`config.mk`:
```
export PLATFORM = sky130hd
export DESIGN_NAME = ctw_core_timer
export DESIGN_NICKNAME = d
export VERILOG_FILES = /design/src/ctw_pkg.sv /design/src/ctw_core_timer.sv
export VERILOG_INCLUDE_DIRS = /design/src /design/src/src
export SDC_FILE = /design/constraint.sdc
export NUM_CORES = 1
export LEC_CHECK = 0
export BUFFER_PORTS_ARGS = -buffer_cell sky130_fd_sc_hd__buf_2
export CAP_MARGIN = 20
export CORE_UTILIZATION = 43
export CTS_BUF_LIST = sky130_fd_sc_hd__clkbuf_16
export DETAILED_ROUTE_END_ITERATION = 16
export PLACE_DENSITY = 0.83
export SKIP_CTS_REPAIR_TIMING = 1
export SYNTH_ARGS = -nofsm -noshare
export SYNTH_HDL_FRONTEND = slang
export SYNTH_SLANG_ARGS = --single-unit
```
`constraint.sdc`:
```
create_clock -name MCLK_I -period 2 [get_ports MCLK_I]
set_clock_uncertainty 0.2 [all_clocks]
set_input_delay 0.5 -clock MCLK_I [delete_from_list [all_inputs] [get_ports MCLK_I]]
set_output_delay 0.5 -clock MCLK_I [all_outputs]
set_load 0.005 [all_outputs]
```
`src/ctw_regs.svh`:
```
// Register offsets, field positions, reset values and timing counts of the core timer
//
// Operation
// - Bus clock divided by four advances an 8-bit counter starting the chain.
// - Live counter value reads from a read-only register; reset clears it.
// - Overflow comes from the last counter stage, once per 1024 bus clocks.
// - Overflow flag sets when the 8-bit counter wraps from all ones to zero.
// - Overflow requests interrupt when flag and enable set and CPU mask clear.
// - Writing one to overflow-reset bit clears the flag; writing the flag bit does nothing.
// - Reset clears overflow flag and overflow interrupt enable.
// - Periodic flag sets on selected tap; interrupt if enabled and mask clear.
// - Writing one to periodic-reset bit clears the periodic flag; reset clears it too.
// - Two rate bits pick periods of 2^14, 2^15, 2^16 or 2^17 bus clocks.
// - Reset sets both rate bits, control register resets to 0000 0011.
// - Watchdog timeout is the periodic tap divided by a further eight.
// - Watchdog clear resets only the divide-by-eight stage; timeout seven to eight periods.
// - Watchdog timeout generates an internal reset, then the reset vector is fetched.
// - Watchdog presence is a build parameter enabling or removing timeout reset.
// - Power-up clears chain, holds reset until the 4064-clock tap, clears again.
// - External reset at any time clears the entire counter chain.
// - Timer keeps counting in wait mode; enabled interrupt wakes the processor.
// - Timer cleared entering stop mode and again after restart delay on exit.
`ifndef CTW_REGS_SVH
`define CTW_REGS_SVH

// Register indices; byte address is four times the index
`define CTW_CSR_IDX        16'h0008
`define CTW_CNT_IDX        16'h0009
`define CTW_WDC_IDX        16'h0FF0
`define CTW_ADDR_W         16

// Control and status field positions
`define CTW_B_OVF_FLAG     7
`define CTW_B_PER_FLAG     6
`define CTW_B_OVF_EN       5
`define CTW_B_PER_EN       4
`define CTW_B_OVF_RST      3
`define CTW_B_PER_RST      2
`define CTW_B_RATE_HI      1
`define CTW_B_RATE_LO      0
`define CTW_B_WDC          0
`define CTW_CSR_RESET      8'h03

// Chain layout and timing counts in bus clocks
`define CTW_CHAIN_W        17
`define CTW_PRESC_W        2
`define CTW_CNT_W          8
`define CTW_PER_BASE       14
`define CTW_WDOG_W         3
`define CTW_POR_DELAY_CYC  4064

`endif

```
`src/ctw_pkg.sv`:
```
// Types shared by the core timer
`default_nettype none
package ctw_pkg;
   // Sequencing of the timer chain
   typedef enum logic [1:0] {
      CTW_ST_POR,
      CTW_ST_RUN,
      CTW_ST_STOP,
      CTW_ST_WAKE
   } ctw_state_t;

   typedef logic [1:0] ctw_rate_t;
endpackage
`default_nettype wire

```
`src/ctw_core_timer.sv`:
```
// Core timer: prescaled ripple counter, overflow, periodic interrupt, watchdog, APB slave
//
// Implementation choice: the APB interface to the registers.
`include "ctw_regs.svh"
`default_nettype none
module ctw_core_timer
   import ctw_pkg::*;
#(
   parameter bit                       WATCHDOG_EN   = 1'b1,
   parameter logic [`CTW_CHAIN_W-1:0]  POR_DELAY_CYC = `CTW_CHAIN_W'(`CTW_POR_DELAY_CYC)
) (
   input  wire logic                   MCLK_I,        // Bus clock, 125 MHz
   input  wire logic                   RST_N_I,       // External reset, async, active low
   input  wire logic                   PSEL_I,        // APB select
   input  wire logic                   PENABLE_I,     // APB access phase
   input  wire logic                   PWRITE_I,      // APB direction, high for write
   input  wire logic [`CTW_ADDR_W-1:0] PADDR_I,       // APB byte address
   input  wire logic [31:0]            PWDATA_I,      // APB write data
   input  wire logic [3:0]             PSTRB_I,       // APB byte strobes
   output logic      [31:0]            PRDATA_O,      // APB read data
   output logic                        PREADY_O,      // APB ready
   output logic                        PSLVERR_O,     // APB error, unmapped address
   input  wire logic                   CPU_IRQ_MASK_I,// CPU interrupt mask bit
   input  wire logic                   WAIT_I,        // CPU in wait mode
   input  wire logic                   STOP_I,        // CPU in stop mode
   output logic                        IRQ_O,         // Core timer interrupt request
   output logic                        WAKE_O,        // Wake request out of wait mode
   output logic                        RESET_REQ_O    // Internal device reset request
);

   ////////////////////////////////////////////////////////////////////////////////
   // Elaboration checks

   if (POR_DELAY_CYC < `CTW_CHAIN_W'(2)) begin : g_chk_por
      $error("power-on delay must be at least two clocks");
   end

   ////////////////////////////////////////////////////////////////////////////////
   // Declarations

   localparam logic [`CTW_ADDR_W-1:0] ADDR_CSR = `CTW_ADDR_W'(`CTW_CSR_IDX << 2);
   localparam logic [`CTW_ADDR_W-1:0] ADDR_CNT = `CTW_ADDR_W'(`CTW_CNT_IDX << 2);
   localparam logic [`CTW_ADDR_W-1:0] ADDR_WDC = `CTW_ADDR_W'(`CTW_WDC_IDX << 2);
   localparam int                     OVF_W    = `CTW_PRESC_W + `CTW_CNT_W;

   ctw_state_t              state;
   logic [`CTW_CHAIN_W-1:0] chain;
   logic [`CTW_WDOG_W-1:0]  wdog;
   logic                    overflow_flag;
   logic                    periodic_irq_flag;
   logic                    overflow_irq_enable;
   logic                    periodic_irq_enable;
   ctw_rate_t               rate_sel;

   logic                    running;
   logic                    ovf_event;
   logic                    per_event;
   logic                    wdog_timeout;
   logic                    int_reset;
   logic                    acc_done;
   logic                    wr_csr;
   logic                    wr_wdc;
   logic                    mapped;
   logic                    irq_cond;
   logic [`CTW_CNT_W-1:0]   core_count_value_reg;
   logic [7:0]              core_control_status_reg;

   ////////////////////////////////////////////////////////////////////////////////
   // Helpers

   // True when the low width bits of the chain are all ones, about to carry out
   function automatic logic low_bits_full(input logic [`CTW_CHAIN_W-1:0] c,
                                          input int                      width);
      logic full;
      full = 1'b1;
      for (int i = 0; i < `CTW_CHAIN_W; i++) begin
         if (i < width && !c[i]) begin
            full = 1'b0;
         end
      end
      return full;
   endfunction

   ////////////////////////////////////////////////////////////////////////////////
   // Chain events

   // Counter byte sits above the divide-by-four prescaler
   assign core_count_value_reg = chain[`CTW_PRESC_W +: `CTW_CNT_W];
   assign running      = (state == CTW_ST_RUN);
   // Counter byte wraps FF to 00 every 1024 bus clocks
   assign ovf_event    = running && low_bits_full(chain, OVF_W);
   // Selected tap carries out every 2^(14+rate) bus clocks
   assign per_event    = running &&
                         low_bits_full(chain, `CTW_PER_BASE + int'(rate_sel));
   // Eighth periodic event while watchdog stage full
   assign wdog_timeout = WATCHDOG_EN && per_event &&
                         (wdog == {`CTW_WDOG_W{1'b1}});
   assign int_reset    = (state == CTW_ST_POR);

   ////////////////////////////////////////////////////////////////////////////////
   // Bus decode

   assign acc_done = PSEL_I && PENABLE_I && PREADY_O;
   assign mapped   = (PADDR_I == ADDR_CSR) || (PADDR_I == ADDR_CNT) || (PADDR_I == ADDR_WDC);
   assign wr_csr   = acc_done && PWRITE_I && (PADDR_I == ADDR_CSR) && PSTRB_I[0];
   // Writing zero to bit 0 clears the watchdog
   assign wr_wdc   = acc_done && PWRITE_I && (PADDR_I == ADDR_WDC) && PSTRB_I[0] &&
                     !PWDATA_I[`CTW_B_WDC];

   // Reset bits read back as zero
   assign core_control_status_reg = {overflow_flag, periodic_irq_flag, overflow_irq_enable,
                                     periodic_irq_enable, 2'b00, rate_sel};

   // Enabled overflow or periodic condition; CPU mask gates only IRQ_O, not WAKE_O
   assign irq_cond = ((overflow_flag && overflow_irq_enable) ||
                      (periodic_irq_flag && periodic_irq_enable));

   ////////////////////////////////////////////////////////////////////////////////
   // Sequencer: power-on delay, run, stop and restart delay

   always_ff @(posedge MCLK_I or negedge RST_N_I) begin
      if (!RST_N_I) begin
         state <= CTW_ST_POR;
      end else begin
         case (state)
            CTW_ST_POR, CTW_ST_WAKE: begin
               if (chain == POR_DELAY_CYC - `CTW_CHAIN_W'(1)) begin
                  state <= CTW_ST_RUN;
               end
            end
            CTW_ST_RUN: begin
               if (wdog_timeout) begin
                  state <= CTW_ST_POR;
               end else if (STOP_I) begin
                  state <= CTW_ST_STOP;
               end
            end
            CTW_ST_STOP: begin
               if (!STOP_I) begin
                  state <= CTW_ST_WAKE;
               end
            end
            default: begin
               state <= CTW_ST_POR;
            end
         endcase
      end
   end

   // Counter chain, cleared at each phase change; counts on through wait mode
   always_ff @(posedge MCLK_I or negedge RST_N_I) begin
      if (!RST_N_I) begin
         chain <= '0;
      end else if ((state == CTW_ST_POR || state == CTW_ST_WAKE) &&
                   chain == POR_DELAY_CYC - `CTW_CHAIN_W'(1)) begin
         chain <= '0;
      end else if (state == CTW_ST_STOP || (running && (STOP_I || wdog_timeout))) begin
         chain <= '0;
      end else begin
         chain <= chain + `CTW_CHAIN_W'(1);
      end
   end

   // Watchdog divide-by-eight stage; clear touches only this stage
   always_ff @(posedge MCLK_I or negedge RST_N_I) begin
      if (!RST_N_I) begin
         wdog <= '0;
      end else if (!running || wr_wdc) begin
         wdog <= '0;
      end else if (per_event) begin
         wdog <= wdog + `CTW_WDOG_W'(1);
      end
   end

   ////////////////////////////////////////////////////////////////////////////////
   // Control and status register

   // Enables and rate select; internal reset restores defaults
   always_ff @(posedge MCLK_I or negedge RST_N_I) begin
      if (!RST_N_I) begin
         overflow_irq_enable <= 1'(`CTW_CSR_RESET >> `CTW_B_OVF_EN);
         periodic_irq_enable <= 1'(`CTW_CSR_RESET >> `CTW_B_PER_EN);
         rate_sel            <= ctw_rate_t'(`CTW_CSR_RESET);
      end else if (int_reset) begin
         overflow_irq_enable <= 1'(`CTW_CSR_RESET >> `CTW_B_OVF_EN);
         periodic_irq_enable <= 1'(`CTW_CSR_RESET >> `CTW_B_PER_EN);
         rate_sel            <= ctw_rate_t'(`CTW_CSR_RESET);
      end else if (wr_csr) begin
         overflow_irq_enable <= PWDATA_I[`CTW_B_OVF_EN];
         periodic_irq_enable <= PWDATA_I[`CTW_B_PER_EN];
         rate_sel            <= PWDATA_I[`CTW_B_RATE_HI:`CTW_B_RATE_LO];
      end
   end

   // Overflow flag; a wrap in the clearing cycle wins over the clear
   always_ff @(posedge MCLK_I or negedge RST_N_I) begin
      if (!RST_N_I) begin
         overflow_flag <= 1'b0;
      end else if (int_reset) begin
         overflow_flag <= 1'b0;
      end else if (ovf_event) begin
         overflow_flag <= 1'b1;
      end else if (wr_csr && PWDATA_I[`CTW_B_OVF_RST]) begin
         overflow_flag <= 1'b0;
      end
   end

   // Periodic flag; a tap event in the clearing cycle wins over the clear
   always_ff @(posedge MCLK_I or negedge RST_N_I) begin
      if (!RST_N_I) begin
         periodic_irq_flag <= 1'b0;
      end else if (int_reset) begin
         periodic_irq_flag <= 1'b0;
      end else if (per_event) begin
         periodic_irq_flag <= 1'b1;
      end else if (wr_csr && PWDATA_I[`CTW_B_PER_RST]) begin
         periodic_irq_flag <= 1'b0;
      end
   end

   ////////////////////////////////////////////////////////////////////////////////
   // APB slave: setup cycle loads answer, ready in the first access cycle

   always_ff @(posedge MCLK_I or negedge RST_N_I) begin
      if (!RST_N_I) begin
         PREADY_O  <= 1'b0;
         PSLVERR_O <= 1'b0;
         PRDATA_O  <= 32'h0000_0000;
      end else if (PSEL_I && !PENABLE_I) begin
         PREADY_O  <= 1'b1;
         PSLVERR_O <= !mapped;
         if (PWRITE_I || PADDR_I == ADDR_WDC || !mapped) begin
            PRDATA_O <= 32'h0000_0000;
         end else if (PADDR_I == ADDR_CSR) begin
            PRDATA_O <= {24'h00_0000, core_control_status_reg};
         end else begin
            PRDATA_O <= {24'h00_0000, core_count_value_reg};
         end
      end else begin
         PREADY_O  <= 1'b0;
         PSLVERR_O <= 1'b0;
      end
   end

   ////////////////////////////////////////////////////////////////////////////////
   // Interrupt, wake and internal reset outputs

   always_ff @(posedge MCLK_I or negedge RST_N_I) begin
      if (!RST_N_I) begin
         IRQ_O       <= 1'b0;
         WAKE_O      <= 1'b0;
         RESET_REQ_O <= 1'b1;
      end else begin
         IRQ_O       <= irq_cond && !CPU_IRQ_MASK_I;
         WAKE_O      <= irq_cond && WAIT_I;
         RESET_REQ_O <= int_reset || wdog_timeout;
      end
   end

endmodule
`default_nettype wire

```
==> results.toml <==
[outcome]
outcome = "complete, but fails checks"
violations = "setup timing"

[power_and_ir_drop]
vdd_drop_max_mv = 0.371
p_int_w = 0.00202
p_leak_nw = 1.58
seq_power_share_pct = 33.6
p_clk_share_pct = 36.7
combPwrFrac_pct = 29.7
p_per_area_nw_per_um2 = 909
finalPower_w = 0.00286
switching_share_pct = 29.3
switchingPower_w = 0.000839

[die]
ios = 97
die_y_um = 75.0
die-area_um2 = 5630
die_w_um = 75.0
rows = 26
fp.coreArea_um2 = 5110
start_util_pct = 44.9

[worst_setup_path]
cp_cell_sequence = "or4b_1, nor4_2, a21oi_1, a221o_1, a211o_1"
critPathTopFamily = "simple AND/OR/NAND/NOR gates"
critPathBufInv = 0
criticalPathCategory = "reg2reg"
arrival_ns = 2.12
rrSetupSlack_ns = -0.16
r2r_end = "state[1]"
startpoint_type = "flip-flop"
crit_path_max_incr_delay_ns = 0.53
timing.rr.start = "chain[14]"
crit_fanout = 2
ff2ff_path_depth = 5
cp_data_required_time_ns = 1.97
cp-end-kind = "flip-flop"
critPathSlowestCell = "or4b_1"

[timing]
rsz0062_at_grt = "true"
timing.fmax_mhz = 463
finalCriticalPeriod_ns = 2.16
finalHoldViolCount = 0
setup_tns_ns = -2.43
finalCritPeriodShare_pct = 108
fin_ws_ns = -0.160
maxSlewViolCount = 0
setup_viol = 19

[grt]
use_met2_pct = 34.4
grt_pass1_wl_um = 7900
grt_util_met3_pct = 3.88
grt-busiest-layer = "met2"
overflow = 0
track_usage_pct = 19.0
grtUsageMet1_pct = 20.9
antenna_found_initial = 0
grt_max_degree = 23
grt_pass1_vias = 1814

[routing]
drt_iter0_drc = 91
post-route-drc-count = 0
drtPass1Iterations = 4
vias = 1933
ant_nets = 0
wl_per_cell_um = 13.9
viasPerCell = 5.02
wl_um = 5350

[logic_synthesis]
yosys.cell_types.count = 48
synth-edff-count = 0
syn-cell-area_um2 = 2290
synthArstFlopShare_pct = 100
ys.flop_type = "dfrtp_1"
synth_warnings = 0
syn_area_per_cell_um2 = 10.1
syn_inst = 226
synth-seq-cells = 41
synth.yosys.seq_area_share_pct = 44.9

[worst_hold_path]
hold_path.class = "in2reg"
hold_end = "IRQ_O"
hold_depth = 2
hold_start = "CPU_IRQ_MASK_I"

[placed_design]
dp_slack_ns = -0.290
dp_hpwl_um = 3910
placed_area_um2 = 2810
dp_cells = 373
port_buffers = 43
place.gp.congestion = 0.838

[cells_and_area]
nets = 382
diodes = 0
final_area_um2 = 3150
finalNonFillerCells = 385
area_delta_synth_final_pct = 37.3
drive_gt1_share_pct = 38.1

[clock_tree]
cts.sinks = 41
clkTransAtPathRegs_ns = 0.06
cts_inserted_buffers = 5
htree_levels = 2
clk_latency_ns = 0.28
cts_tree = "built"
cts_max_path_buffers = 2
root_buffer = "clkbuf_16"

[job]
cap_viol_max_count = 0
## kinds of logic (layout without fill, tap and decap cells)
| logic type | count (synthesis) | after routing | synth area share, % |
|---|---|---|---|
| compound gates | 24 | 24 | 8.24 |
| buf+inv | 40 | 106 | 10.5 |
| xor+xnor | 15 | 15 | 5.73 |
| mux | 5 | 5 | 2.18 |
| flops | 41 | 41 | 44.9 |
| fa+ha+maj | 8 | 8 | 4.36 |
| other cells | 1 | 24 | 0.164 |
| simple gates | 92 | 92 | 23.9 |
## worst register-to-register path: cells and delay by family, from the launching register on
kind | cells | cell delay (ns)
flops | 1 | 0.37
simple gates | 2 | 0.76
compound gates | 3 | 0.70
## layout make-up
| cell class | count | area, µm² |
|---|---|---|
| well taps | 70 | 87.6 |
| inverters | 13 | 48.8 |
| repair buffers | 85 | 551 |
| flip-flops and latches | 41 | 1030 |
| multi-input cells | 168 | 1240 |
| clock buffers | 5 | 125 |
| fillers | 412 | 1960 |
| clock inverters | 3 | 68.8 |
## state kept, by name, summed over array words and instances (netlist names), 2 cells and up
name	cells
PRDATA_O	8
chain	17
rate_sel	2
state	2
wdog	3
## stage by stage
step | utilization, % | hold WS [ns]
finish | 61.7 | 0.167
detailed placement | 55.0 | 0.280
global route | 61.7 | 0.177
CTS | 58.8 | -0.0206
global placement | 55.0 | 0.271
floorplan | - | 0.00441
## cells in the mapped netlist, drive strengths merged (6+ instances only)
cell type / number / area, µm²
dfrtp: 38 / 951
a221o: 7 / 70.1
xor2: 10 / 87.6
and2: 6 / 37.5
nand2: 7 / 26.3
inv: 13 / 48.8
nor3: 6 / 41.3
ha: 8 / 100
buf: 26 / 189
nand3: 9 / 45.0
nand4: 7 / 50.1
nor2: 32 / 120
## metal layers
metal,share of wire [%],up-vias
met1,40,936
met4,2.9,0
met5,0,-
met2,53,60
met3,4.4,13
li1,-,924
## worst max-delay path by stage
stage,from,slack [ns],cells after the start,to
after floorplan,chain[14],-0.08,5,state[1]
after global placement,PADDR_I[9],-0.19,7,rate_sel[1]
after detailed placement,PADDR_I[9],-0.29,7,rate_sel[1]
after CTS,chain[0],-0.15,7,state[1]
after global routing,chain[1],-0.25,9,chain[11]
final,chain[14],-0.16,5,state[1]
## power groups by stage
stage / Sequential, W / Clock [W] / Combinational, W
after floorplan: 0.000963 / 0 / 0.000382
after global placement: 0.000949 / 0 / 0.000670
after detailed placement: 0.000954 / 0 / 0.000698
after CTS: 0.000941 / 0.00106 / 0.000710
after global routing: 0.000970 / 0.00108 / 0.000943
final: 0.000962 / 0.00105 / 0.000850
## placed cells by master, fill, tap and decap left out, drive strengths merged, types with 2 or more instances in the layout
| cell type | count |
|---|---|
| ha | 8 |
| inv | 14 |
| nand2b | 2 |
| nor4b | 3 |
| nor4 | 5 |
| dfrtp | 38 |
| nand4 | 7 |
| nand2 | 7 |
| and2 | 6 |
| nor3 | 6 |
| xor2 | 10 |
| and3 | 4 |
| buf | 84 |
| o21ai | 2 |
| nand3b | 2 |
| nor2b | 2 |
| bufinv | 2 |
| a221o | 7 |
| nor2 | 32 |
| xnor2 | 5 |
| and4 | 2 |
| mux2i | 5 |
| dfstp | 3 |
| nand3 | 9 |
| a22o | 2 |
| a21oi | 5 |
| clkbuf | 5 |
| conb | 24 |
(Power assumes the default switching activity.)
